--- src/rtl/host_port_arbiter_map.vh ---
// constants for the host port arbiter: timing, address limits, reset values
// assumes a 100 MHz system clock and byte strobes from two serial receivers
`ifndef HOST_PORT_ARBITER_MAP_VH
`define HOST_PORT_ARBITER_MAP_VH

// ==========================================
// timing
`define IDLE_TIME_MIN 64'd5
`define CLK_HZ 64'd100000000
// five minutes of sys_clk_in cycles at 100 MHz, sized to the idle counter
`define IDLE_CYCLES 36'd30000000000
`define IDLE_CNT_W 36

// ==========================================
// bus address limits and reset values
`define BUS_ADDR_MIN 5'h01
`define BUS_ADDR_MAX 5'h1e
`define BUS_ADDR_RST 5'h01
`define AUTO_NET_RST 1'b1

// ==========================================
// port selection codes
`define SEL_SERIAL 2'h1
`define SEL_MODULE 2'h2

`endif

--- src/rtl/host_port_arbiter.v ---
// arbiter between the native serial port and the optional module serial port
// assumes byte strobes and address settings arrive from outside this clock domain
`timescale 1ns/100ps
`default_nettype none
`include "host_port_arbiter_map.vh"

module host_port_arbiter #(
	parameter [35:0] IDLE_LIMIT = `IDLE_CYCLES
) (
	input wire sys_clk_in,
	input wire rst_n_in,
	input wire serial_valid_in,
	input wire [7:0] serial_data_in,
	input wire module_valid_in,
	input wire [7:0] module_data_in,
	input wire addr_load_in,
	input wire [4:0] addr_value_in,
	input wire auto_net_load_in,
	input wire auto_net_value_in,
	output reg cmd_valid_out,
	output reg [7:0] cmd_data_out,
	output reg [1:0] active_port_out,
	output reg [4:0] bus_addr_out,
	output reg auto_net_out,
	output reg manual_net_out
);

	// ==========================================
	// strobe synchronisers and rising-edge detectors
	// only the second and third stages are read, so a metastable first stage never fans out
	wire [1:0] vld_raw = {module_valid_in, serial_valid_in};
	wire [1:0] ld_raw = {auto_net_load_in, addr_load_in};
	wire [1:0] byte_stb;
	wire [1:0] load_stb;
	genvar i;

	generate
		for (i = 0; i < 2; i = i + 1) begin : g_edge
			reg vld_meta_r;
			reg vld_r;
			reg vld_d_r;
			reg ld_meta_r;
			reg ld_r;
			reg ld_d_r;

			always @(posedge sys_clk_in) begin
				if (!rst_n_in) begin
					vld_meta_r <= 1'b0;
					vld_r <= 1'b0;
					vld_d_r <= 1'b0;
					ld_meta_r <= 1'b0;
					ld_r <= 1'b0;
					ld_d_r <= 1'b0;
				end else begin
					vld_meta_r <= vld_raw[i];
					vld_r <= vld_meta_r;
					vld_d_r <= vld_r;
					ld_meta_r <= ld_raw[i];
					ld_r <= ld_meta_r;
					ld_d_r <= ld_r;
				end
			end

			// one pulse per rising edge of a strobe; a held-high strobe counts once
			assign byte_stb[i] = vld_r & ~vld_d_r;
			assign load_stb[i] = ld_r & ~ld_d_r;
		end
	endgenerate

	// ==========================================
	// data synchronisers; senders hold data still around their strobes
	// data needs no reset: it is only read under a strobe pulse
	reg [7:0] s_dat_meta_r;
	reg [7:0] s_dat_r;
	reg [7:0] m_dat_meta_r;
	reg [7:0] m_dat_r;
	reg [4:0] a_meta_r;
	reg [4:0] a_r;
	reg n_meta_r;
	reg n_r;

	always @(posedge sys_clk_in) begin
		s_dat_meta_r <= serial_data_in;
		s_dat_r <= s_dat_meta_r;
		m_dat_meta_r <= module_data_in;
		m_dat_r <= m_dat_meta_r;
		a_meta_r <= addr_value_in;
		a_r <= a_meta_r;
		n_meta_r <= auto_net_value_in;
		n_r <= n_meta_r;
	end

	// ==========================================
	// arbitration state
	localparam [2:0] ST_FREE = 3'b001;
	localparam [2:0] ST_SERIAL = 3'b010;
	localparam [2:0] ST_MODULE = 3'b100;

	reg [2:0] state_r;
	reg [2:0] state_nxt;
	reg [35:0] idle_cnt_r;
	wire idle_done = (idle_cnt_r >= IDLE_LIMIT - 36'h1);
	wire active_byte = (state_r == ST_SERIAL) ? byte_stb[0] :
		(state_r == ST_MODULE) ? byte_stb[1] : 1'b0;

	always @* begin
		state_nxt = state_r;
		case (state_r)
			ST_FREE: begin
				// a tie on the same edge goes to the native port
				if (byte_stb[0]) begin
					state_nxt = ST_SERIAL;
				end else if (byte_stb[1]) begin
					state_nxt = ST_MODULE;
				end
			end
			ST_SERIAL, ST_MODULE: begin
				if (!active_byte && idle_done) begin
					state_nxt = ST_FREE;
				end
			end
			default: begin
				state_nxt = ST_FREE;
			end
		endcase
	end

	always @(posedge sys_clk_in) begin
		if (!rst_n_in) begin
			state_r <= ST_FREE;
		end else begin
			state_r <= state_nxt;
		end
	end

	// the counter saturates, so a long quiet spell never wraps back to busy
	// bytes on the locked port never reach active_byte, so they cannot restart it
	always @(posedge sys_clk_in) begin
		if (!rst_n_in) begin
			idle_cnt_r <= 36'h0;
		end else if (state_r == ST_FREE || active_byte) begin
			idle_cnt_r <= 36'h0;
		end else if (!idle_done) begin
			idle_cnt_r <= idle_cnt_r + 36'h1;
		end
	end

	// ==========================================
	// routing to the command logic; the locked port's bytes are dropped
	// the claiming byte itself is passed on, not swallowed
	always @(posedge sys_clk_in) begin
		if (!rst_n_in) begin
			cmd_valid_out <= 1'b0;
			cmd_data_out <= 8'h00;
		end else begin
			cmd_valid_out <= 1'b0;
			if (state_nxt == ST_SERIAL && byte_stb[0]) begin
				cmd_valid_out <= 1'b1;
				cmd_data_out <= s_dat_r;
			end else if (state_nxt == ST_MODULE && byte_stb[1]) begin
				cmd_valid_out <= 1'b1;
				cmd_data_out <= m_dat_r;
			end
		end
	end

	// follows the next state so the port shows up with the claiming byte
	always @(posedge sys_clk_in) begin
		if (!rst_n_in) begin
			active_port_out <= 2'h0;
		end else begin
			case (state_nxt)
				ST_SERIAL: begin
					active_port_out <= `SEL_SERIAL;
				end
				ST_MODULE: begin
					active_port_out <= `SEL_MODULE;
				end
				default: begin
					active_port_out <= 2'h0;
				end
			endcase
		end
	end

	// ==========================================
	// bus address; out-of-range loads are refused, not clipped
	// refusing keeps address zero, the controller's own, out of reach
	wire addr_ok = (a_r >= `BUS_ADDR_MIN) && (a_r <= `BUS_ADDR_MAX);

	always @(posedge sys_clk_in) begin
		if (!rst_n_in) begin
			bus_addr_out <= `BUS_ADDR_RST;
		end else if (load_stb[0] && addr_ok) begin
			bus_addr_out <= a_r;
		end
	end

	// ==========================================
	// network address-assignment select
	always @(posedge sys_clk_in) begin
		if (!rst_n_in) begin
			auto_net_out <= `AUTO_NET_RST;
			manual_net_out <= ~`AUTO_NET_RST;
		end else if (load_stb[1]) begin
			auto_net_out <= n_r;
			manual_net_out <= ~n_r;
		end
	end

endmodule // host_port_arbiter
`default_nettype wire

--- config.mk ---
export PLATFORM = sky130hd
export DESIGN_NAME = host_port_arbiter
export DESIGN_NICKNAME = d
export VERILOG_FILES = /design/src/rtl/host_port_arbiter.v
export VERILOG_INCLUDE_DIRS = /design/src /design/src/rtl
export SDC_FILE = /design/constraint.sdc
export NUM_CORES = 1
export LEC_CHECK = 0
export BUFFER_PORTS_ARGS = -buffer_cell sky130_fd_sc_hd__buf_2
export CAP_MARGIN = 20
export CORE_ASPECT_RATIO = 1.2
export CORE_MARGIN = 2
export CORE_UTILIZATION = 40
export CTS_BUF_LIST = sky130_fd_sc_hd__clkbuf_4 sky130_fd_sc_hd__clkbuf_8
export CTS_CLUSTER_SIZE = 25
export DETAILED_ROUTE_END_ITERATION = 6
export GPL_ROUTABILITY_DRIVEN = 0
export GPL_TIMING_DRIVEN = 1
export HOLD_SLACK_MARGIN = 0.1
export MAX_ROUTING_LAYER = met4
export PLACE_DENSITY = 0.56
export RECOVER_POWER = 50
export SLEW_MARGIN = 20
export SYNTH_ARGS = -nofsm -noshare
export SYNTH_HDL_FRONTEND = slang
export SYNTH_SLANG_ARGS = --single-unit
export TNS_END_PERCENT = 5
--- constraint.sdc ---
create_clock -name sys_clk_in -period 2.5 [get_ports sys_clk_in]
set_input_delay 0.125 -clock sys_clk_in [delete_from_list [all_inputs] [get_ports sys_clk_in]]
set_output_delay 0.125 -clock sys_clk_in [all_outputs]
set_load 0.005 [all_outputs]
======== Yosys cells after proc, flatten, opt, wreduce, memory -nomap -nowiden ========
Cells that the tools add are included.
cells by class
  $add $sub $neg .......................... 1
  order comparisons ....................... 3
  equal/unequal tests ..................... 5
  muxes and demuxes ....................... 11
  bitwise gates (word level) .............. 10
  reduce and logical (&&, ||, !) cells .... 10
operator list
  operator                 number
  $add A36 B1 Y36 const B  1
  $ge A36 B35 Y1 const B   1
  $mux W8                  2
  $mux W3                  3
  $eq A3 B2 Y1 const B     2
  $eq A3 B3 Y1 const B     2
  $not A1 Y1               6
  $pmux W3 S2              1
  $ge A5 B1 Y1 const B     1
  $le A5 B5 Y1 const B     1
  $logic_and A1 B1 Y1      5
  $and A1 B1 Y1            4
  $mux W1                  4
  $pmux W2 S2              1
  $reduce_or A2 Y1         2
  $eq A3 B1 Y1 const B     1
  $reduce_bool A2 Y1       1
  $logic_not A1 Y1         1
  $logic_or A1 B1 Y1       1
word-level totals
  register bits after elaboration ......... 113
  input port bits ......................... 28
  output and inout port bits .............. 18
  word-level logic and storage cells ...... 68

======== Longest topological paths before layout ========
Gate-level depths: netlist of run 1.
  depth in word-level cells ............... 12
  depth in mapped cells ................... 9
  mapped depth without buffers ............ 7

======== Least setup slack after synthesis of run 1 ========
Ideal clock, no wire load.
  path type ............................... register to register
  start ................................... reg idle_cnt_r[22]
  end ..................................... reg idle_cnt_r[14]
  setup time .............................. 0.059 ns
  arrival ................................. 2.206 ns
  data required time ...................... 2.441 ns
  slack ................................... 0.235 ns
  stages on the path, launching flop included .. 8
  buffers on the path ..................... 1
  clock period less this slack ............ 2.265 ns
  cells stage by stage .................... dfxtp_1 or4_4 or4b_4 nand2_4 o21ai_4 buf_6 or4_1 nand2_1
on the way
  word-level cells in the longest chain between the ends .. 1
RTL lines
  what                    RTL line                 source
  start, declared         host_port_arbiter.v:101  reg [35:0] idle_cnt_r;
  start signal, assigned  host_port_arbiter.v:144  idle_cnt_r <= idle_cnt_r + 36'h1;
  $ge A36 B35 Y1          host_port_arbiter.v:102  wire idle_done = (idle_cnt_r >= IDLE_LIMIT - 36'h1);
No other way between the ends.
A chain may end at the register's enable or synchronous reset.

======== Worst setup path after layout of run 1 ========
  start ................................... reg idle_cnt_r[22]
  end ..................................... reg idle_cnt_r[5]
The elaborated chain is that of the path after synthesis.

==> flow_summary.json, run 1 <==
{
  "layout.cells.most_common_list": "dfxtp_1, buf_2, nand2_1",
  "die_y_um": 113.7,
  "areaGrowthSynthToFinish_pct": 28.01,
  "p_per_area_mw_per_mm2": 719.3,
  "critPathRequiredTime_ps": 2850,
  "drc_errors": 0,
  "overflow": 0,
  "antenna_found_initial": 0,
  "fin_crit_sh_pct": 99.50,
  "crit_slowest_cell": "or4b_4",
  "setup_viol": 0,
  "layout.nets": 510,
  "synth_edf_count": 0,
  "drive_above_1_share_pct": 20.08,
  "setup_tns_ps": 0,
  "cts_buffers": 17,
  "grt_first_pass_wirelength_um": 13320,
  "finalPower_uw": 3693,
  "yosysSeqAreaShare_pct": 56.39,
  "slew_violations": 0,
  "port_buffers": 45,
  "grt_max_degree": 35,
  "ys_types": 50,
  "min_period_ps": 2487,
  "clock_latency_ps": 420,
  "syn_nets": 422,
  "root_buffer": "clkbuf_8",
  "cts_sinks": 113,
  "syn_avg_cell_area_um2": 10.21,
  "slowest_delay_ps": 550,
  "first_iter_violations": 68,
  "n_antenna_cell": 0,
  "vias": 3136,
  "rows": 40,
  "worstPathMaxFanout": 11,
  "clock_path_buffers": 2,
  "path_buf_inv": 1,
  "cp_top_family": "simple AND/OR/NAND/NOR gates",
  "die_area_mm2": 0.01085,
  "finalHoldViolCount": 0,
  "slew-limit-headroom_pct": 62.79,
  "syn_area_mm2": 0.004011,
  "ys_warn_count": 0,
  "start_kind": "flop",
  "ant_nets": 0,
  "fp.coreArea_mm2": 0.009910,
  "h-tree-depth": 4,
  "fin_ws_ps": 12.56,
  "synth_ff_type": "dfxtp_1",
  "status": "finished clean",
  "vdd_drop_max_v": 0.0004837,
  "routed_via_density": 5.066,
  "hold_class": "input pin to flop",
  "async_reset_ff_share_pct": 0,
  "synth_cells": 393,
  "skew_ps": 9.941,
  "dp_hpwl_um": 5049,
  "crit_chain": "or4_4 -> or4b_4 -> nand2_8 -> o21ai_4 -> buf_4 -> or4_1 -> a21oi_1",
  "cap_violations": 0,
  "clkSlewWorstSetupHoldPaths_ps": 70,
  "worstPathArrival_ps": 2840,
  "grt_pass1_vias": 3107,
  "worstMarginPinSlew_ps": 556.8,
  "wire_per_inst_um": 13.00,
  "firstDrtPassIters": 4,
  "critPathCaptureType": "flop",
  "path_class": "flop to flop",
  "grt.total_usage_pct": 16.12,
  "io_pins": 46,
  "die_w_um": 95.42,
  "routed_wl_um": 8046,
  "rsz0062_at_grt": "yes",
  "layout_commonest_cell": "dfxtp_1",
  "cts_tree": "yes",
  "start_util_pct": 40.48,
  "synth_seq_cells": 113,
  "fmax_mhz": 402.0,
  "p_leak_uw": 0.002122,
  "dpl_worst_slack_ps": 76.44
}
==> through the flow <==
step | utilization [%] | hold slack [ps] | std cells | instance area [um2]
floorplan | - | 152.7 | 393 | 4011
global placement | 44.34 | 226.9 | 556 | 4394
detailed placement | 44.34 | 228.6 | 556 | 4394
CTS | 50.87 | 155.5 | 613 | 5041
global route | 51.82 | 168.6 | 619 | 5135
finish | 51.82 | 167.8 | 619 | 5135
==> cells in the mapped netlist, drive strengths merged, types with 4 or more instances <==
library cell	number	area share, %
o211ai	8	1.6
nand2	38	3.7
nand4	11	1.7
or3	7	1.1
xor2	13	2.8
nor2b	5	0.78
dfxtp	113	56
o21ai	10	1.5
a21oi	19	2.4
nor2	28	2.6
nand3	17	2.1
o31ai	7	1.3
clkbuf	14	1.3
and2	15	2.3
mux2i	12	3.0
and3	5	0.78
nor3	4	0.50
nand2b	6	0.94
o211a	10	2.5
or4	13	2.5
==> flip-flops by register name (all words and copies together), names as in the netlist <==
name and cells:
a_meta_r 5, a_r 5, active_port_out 2, auto_net_out 1, bus_addr_out 5, cmd_data_out 8, cmd_valid_out 1, g_edge.ld_d_r 2
g_edge.ld_meta_r 2, g_edge.ld_r 2, g_edge.vld_d_r 2, g_edge.vld_meta_r 2, g_edge.vld_r 2, idle_cnt_r 36, m_dat_meta_r 8, m_dat_r 8
manual_net_out 1, n_meta_r 1, n_r 1, s_dat_meta_r 8, s_dat_r 8, state_r 3
==> power breakdown <==
| group | internal [uW] | total [uW] | switching (uW) |
|---|---|---|---|
| logic | 90.8 | 158 | 67.6 |
| clock network | 907 | 1650 | 740 |
| registers | 1860 | 1890 | 24.6 |
| total | 2860 | 3690 | 832 |
==> worst paths after layout <==
check / startpoint / endpoint / slack (ps) / cells after the start
min reg2reg: s_dat_meta_r[0] / s_dat_r[0] / 320 / 0
min: rst_n_in / bus_addr_out[0] / 170 / 3
max: idle_cnt_r[22] / idle_cnt_r[5] / 10 / 7
max reg2reg: idle_cnt_r[22] / idle_cnt_r[5] / 10 / 7
==> final cells by class <==
cell class	instances	area, um2
inverter	2	7.507
tap	126	157.7
clock inverter	12	137.6
timing repair buffer	85	611.8
fill	950	4775
clock buffer	19	249.0
multi-input combinational	262	1708
sequential	113	2263
==> what timing repair did <==
item                                    CTS  global route
hold buffers                             26             0
endpoints found under the setup margin    0            24
setup buffers                             0             5
hold endpoints to repair                 26             0
gates resized for setup                   0             4
==> per-layer routing <==
layer  global-route usage, %  vias to the layer above  wire (um)
met3                   6.539                       12        297
met4                   5.619                        0        136
met1                   17.60                     1477       3580
met2                   26.43                       52       4031
met5                       -                        -          0
li1                        -                     1595          -
==> worst reg2reg max path: stages, from the launching register on <==
cell and delay (ps):
dfxtp_2 350, or4_4 520, or4b_4 550, nand2_8 120
o21ai_4 110, buf_4 170, or4_1 460, a21oi_1 140
==> cells by family after synthesis <==
family | Yosys count | synth area share, %
buffers and inverters | 19 | 2.027
XOR/XNOR | 16 | 3.494
adder cells (fa/ha/maj) | 1 | 0.3119
AND/OR/NAND/NOR | 161 | 21.74
multiplexers | 12 | 2.995
AO/OA/AOI/OAI | 71 | 13.04
flip-flops | 113 | 56.39
No activity file was read; power rests on OpenSTA's default activity.
==> inputs of run 2 (changes only) <==
- CELL_PAD_IN_SITES_DETAIL_PLACEMENT: default -> 1
- CELL_PAD_IN_SITES_GLOBAL_PLACEMENT: default -> 1
- PLACE_DENSITY: 0.56 -> 0.69
==> run 2 against run 1 <==
  * Design area decreased by 0.39%
  * Sequential share of layout area grew 0.17 points
  * Highest routed layer unchanged
  * Die area did not move
  * Clock skew about the same
  * Critical path depth down 1
  * Register-to-register slack gained 80 ps
  * Flip-flop and latch count unchanged
  * Setup slack improved by 84 ps
  * Clock power up 3%
  * Fmax is 3.5% higher
  * Wire length rose by 17%
==> flow_summary.json, run 2 (synthesized netlist as in run 1, its figures left out) <==
{
  "r2r_end": "idle_cnt_r[12]",
  "port_buffers": 45,
  "top_register": "idle_cnt_r",
  "routed_wl_um": 9452,
  "n_antenna_cell": 0,
  "wire_per_inst_um": 15.25,
  "p_per_area_mw_per_mm2": 733.6,
  "hold_slack_ps": 320.4,
  "r2r_slack_ps": 100,
  "min-delay-start": "serial_data_in[4]",
  "finalPower_uw": 3752,
  "grt.total_usage_pct": 18.92,
  "ant_nets": 0,
  "first_iter_violations": 34,
  "fin_ws_ps": 96.55,
  "start_util_pct": 40.48,
  "rsz0062_at_grt": "yes",
  "dpl_cell_area_mm2": 0.004409,
  "p_sw_uw": 952.4,
  "fmax_mhz": 416.1,
  "reg2reg_depth": 6,
  "slew_violations": 0,
  "firstDrtPassIters": 4,
  "vdd_drop_max_v": 0.0005216,
  "die_w_um": 95.42,
  "hold_end": "s_dat_meta_r[4]",
  "p_leak_uw": 0.002108,
  "die_y_um": 113.7,
  "cap_violations": 0,
  "clkPwrFrac_pct": 45.3,
  "reg2reg_from": "idle_cnt_r[35]",
  "cts_buffers": 17,
  "sw_frac_of_total_pct": 25.38,
  "min_period_ps": 2403,
  "die_area_mm2": 0.01085,
  "clock_latency_ps": 430,
  "path_class": "flop to flop",
  "largest_register_ff_count": 36,
  "hold_class": "input pin to flop",
  "p_int_uw": 2800,
  "setup_tns_ps": 0,
  "root_buffer": "clkbuf_8",
  "worstMarginPinSlew_ps": 1290,
  "drc_errors": 0,
  "dpl_worst_slack_ps": 49.60,
  "skew_ps": 9.878,
  "combPwrFrac_pct": 4.4,
  "layout.nets": 510,
  "setup_viol": 0,
  "h-tree-depth": 4,
  "slew-limit-headroom_pct": 13.99,
  "areaGrowthSynthToFinish_pct": 27.51,
  "vias": 3225,
  "layout.cells.most_common_list": "dfxtp_1, buf_2, nand2_1",
  "start_kind": "flop",
  "rows": 40,
  "worstHoldPathCells": 2,
  "drive_above_1_share_pct": 19.43,
  "io_pins": 46,
  "critPathRequiredTime_ps": 2860,
  "fin_crit_sh_pct": 96.14,
  "status": "finished clean",
  "clkSlewWorstSetupHoldPaths_ps": 80,
  "clock_path_buffers": 2,
  "grt_pass1_vias": 3340,
  "fp.coreArea_mm2": 0.009910,
  "layout_commonest_cell": "dfxtp_1",
  "cts_sinks": 113,
  "finalHoldViolCount": 0,
  "grt_max_degree": 35,
  "stdcell_area_mm2": 0.005115,
  "routed_via_density": 5.202,
  "critPathCaptureType": "flop",
  "pwr-share-seq_pct": 50.4,
  "cts_tree": "yes",
  "worstPathMaxFanout": 13,
  "antenna_found_initial": 0,
  "grt_first_pass_wirelength_um": 15440,
  "overflow": 0,
  "dp_hpwl_um": 5887,
  "worstPathArrival_ps": 2760
}
run 2: cell types whose count changed in the layout (fill, tap and decap cells not counted), sizes merged:
| cell | change |
|---|---|
| clkinv | -5 |
| buf | -4 |
| clkbuf | +2 |
| dlygate4sd3 | +1 |
| inv | +8 |
| bufinv | -1 |
run 2: worst max path at each step:
stage	from	endpoint	slack, ps	cells past startpoint
3_3_place_gp	idle_cnt_r[22]	idle_cnt_r[9]	110	6
2_1_floorplan	idle_cnt_r[22]	idle_cnt_r[14]	230	7
5_1_grt	idle_cnt_r[22]	idle_cnt_r[9]	-10	6
3_5_place_dp	idle_cnt_r[22]	idle_cnt_r[12]	50	6
6_report	idle_cnt_r[35]	idle_cnt_r[12]	100	6
4_1_cts	idle_cnt_r[22]	idle_cnt_r[12]	30	6
run 2: per-layer routing:
layer	vias up	GRT usage [%]	wire [um]
met5	-	-	0
li1	1593	-	-
met2	44	33.47	5109
met1	1574	19.60	3825
met4	0	7.429	195
met3	14	5.350	321
run 2: power groups by stage:
stage                     registers, uW  clock network, uW  logic [uW]
after floorplan                    1920                  0        77.2
after global placement             1930                  0         126
after detailed placement           1930                  0         132
after CTS                          1890               1740         164
after global routing               1900               1830         183
final                              1890               1700         164
run 2: what timing repair did:
action,4_1_cts,5_1_grt
resized for setup,0,3
setup endpoints to repair,0,24
hold endpoints to repair,28,0
hold buffers,27,0
setup buffers,0,2
run 2: metrics by stage:
stage	utilization (%)	cells
floorplan	-	393
global placement	44.49	558
detailed placement	44.49	558
CTS	51.16	617
global route	51.62	620
finish	51.62	620
run 2: worst max-delay path, cell delays in order, from the launching register on:
cell and delay [ps]:
dfxtp_1 330, or4_4 530, or4b_4 560, nand2_8 120, o21ai_4 120, or4_1 510
a21oi_1 160
run 2: layout make-up:
cell class / count / area, um2
clock inverters: 14 / 142.6
well taps: 126 / 157.7
inverters: 2 / 7.507
fillers: 1090 / 4795
multi-input cells: 262 / 1700
flip-flops and latches: 113 / 2263
repair buffers: 85 / 595.6
clock buffers: 18 / 247.7
==> inputs of run 3 (changes only) <==
- CELL_PAD_IN_SITES_DETAIL_PLACEMENT: 1 -> 0
- SKIP_LAST_GASP: default -> 1
==> run 3 against run 2 <==
  * Via count shrank 4.0%
  * Wire length fell by 15%
  * Die area is the same
  * Sequential share of layout area down 0.58 points
  * Fmax down 1.9%
  * Sequential power about the same
  * Global-route usage shrank 2.6 points
==> flow_summary.json, run 3 (synthesized netlist as in run 1, its figures left out) <==
{
  "layout.nets": 510,
  "cts_sinks": 113,
  "skew_ps": 10.21,
  "setup_tns_ps": 0,
  "min-delay-start": "module_data_in[0]",
  "n_antenna_cell": 0,
  "io_pins": 46,
  "drive_above_1_share_pct": 19.64,
  "grt_use_met2_pct": 26.85,
  "worstHoldPathCells": 2,
  "seqCellArea_mm2": 0.002262,
  "cts_tree": "yes",
  "pwr-share-seq_pct": 47.3,
  "final_util_pct": 52.27,
  "h-tree-depth": 4,
  "grt.total_usage_pct": 16.37,
  "slew-limit-headroom_pct": 17.82,
  "worstPathMaxFanout": 13,
  "rsz0062_at_grt": "yes",
  "p_per_area_mw_per_mm2": 770.5,
  "fillCellCount": 922,
  "hold_class": "input pin to flop",
  "grt_pass1_vias": 3030,
  "layout.cells.most_common_list": "dfxtp_1, buf_2, nand2_1",
  "ant_nets": 0,
  "reg2reg_depth": 6,
  "wire_per_inst_um": 12.91,
  "largest_register_ff_count": 36,
  "p_leak_uw": 0.002167,
  "critPathCaptureType": "flop",
  "worstMarginPinSlew_ps": 1233,
  "start_kind": "flop",
  "die_area_mm2": 0.01085,
  "root_buffer": "clkbuf_8",
  "combPwrFrac_pct": 4.0,
  "r2r_slack_ps": 50,
  "routed_via_density": 4.992,
  "worstPathArrival_ps": 2800,
  "firstDrtPassIters": 4,
  "routed_wl_um": 8004,
  "drc_errors": 0,
  "grt_util_met3_pct": 4.557,
  "min_period_ps": 2450,
  "port_buffers": 45,
  "grtUsageMet1_pct": 17.72,
  "clkSlewWorstSetupHoldPaths_ps": 70,
  "finalPower_uw": 3991,
  "cts_buffers": 17,
  "die_w_um": 95.42,
  "die_y_um": 113.7,
  "areaGrowthSynthToFinish_pct": 29.13,
  "overflow": 0,
  "fin_crit_sh_pct": 97.98,
  "p_int_uw": 3073,
  "fmax_mhz": 408.2,
  "dpl_worst_slack_ps": 73.72,
  "clkPwrFrac_pct": 48.7,
  "crit_end": "idle_cnt_r[12]",
  "fin_cells": 620,
  "p_sw_uw": 917.9,
  "layout_commonest_cell": "dfxtp_1",
  "finalHoldViolCount": 0,
  "vias": 3095,
  "clock_latency_ps": 430,
  "grt_first_pass_wirelength_um": 13320,
  "multi_input_area_mm2": 0.001699,
  "setup_viol": 0,
  "status": "finished clean",
  "slew_violations": 0,
  "critPathRequiredTime_ps": 2850,
  "reg2reg_from": "idle_cnt_r[22]",
  "vdd_drop_max_v": 0.0005328,
  "busiest_layer": "met2",
  "fin_ws_ps": 50.45,
  "rows": 40,
  "grt_max_degree": 35,
  "r2r_end": "idle_cnt_r[12]",
  "first_iter_violations": 65,
  "antenna_found_initial": 0,
  "dp_hpwl_um": 5083,
  "path_class": "flop to flop",
  "sw_frac_of_total_pct": 23.00,
  "cap_violations": 0,
  "top_register": "idle_cnt_r",
  "fp.coreArea_mm2": 0.009910,
  "start_util_pct": 40.48,
  "clock_path_buffers": 2,
  "placed_cells": 558,
  "worstSetupStartpoint": "idle_cnt_r[22]"
}
[run 3: routing by layer]
layer	up-vias	part of all wire [%]
met2	49	50
met5	-	0
met4	0	2.2
met3	16	3.0
met1	1438	45
li1	1592	-
[run 3: power groups by stage]
stage	registers [uW]	clock network, uW	logic [uW]
6_report	1890	1950	158
5_1_grt	1890	2080	177
4_1_cts	1890	2010	161
3_5_place_dp	1930	0	130
3_3_place_gp	1930	0	126
2_1_floorplan	1920	0	77.2
[run 3: repair_timing]
action,CTS,global route
buffers inserted,0,2
hold buffers,27,0
gates resized for setup,0,2
setup endpoints to repair,0,12
hold endpoints to repair,28,0
[run 3: area by class of cell]
type                            instances  area share (%)
Inverter                                2          0.1449
Clock inverter                         15           4.275
Multi-Input combinational cell        262           32.80
Clock buffer                           17           4.517
Timing Repair Buffer                   85           11.55
Sequential cell                       113           43.67
Tap cell                              126           3.043
[run 3: stage by stage]
stage | instance area (um2) | hold slack, ps
2_1_floorplan | 4011 | 152.7
3_3_place_gp | 4409 | 227.0
3_5_place_dp | 4409 | 228.6
4_1_cts | 5135 | 288.6
5_1_grt | 5180 | 292.2
6_report | 5180 | 325.6
[run 3: how the worst min path moves through the flow]
stage	endpoint	slack (ps)
after floorplan	a_meta_r[0]	150
after global placement	s_dat_meta_r[6]	230
after detailed placement	m_dat_meta_r[6]	230
after CTS	s_dat_meta_r[3]	290
after global routing	m_dat_meta_r[6]	290
final	m_dat_meta_r[0]	330
[run 3: critical path, cell delays in order (launching register included)]
cell and delay (ps):
dfxtp_1 350, or4_4 530, or4b_4 530, nand2_4 150
o21ai_4 130, or4_1 520, a21oi_1 160
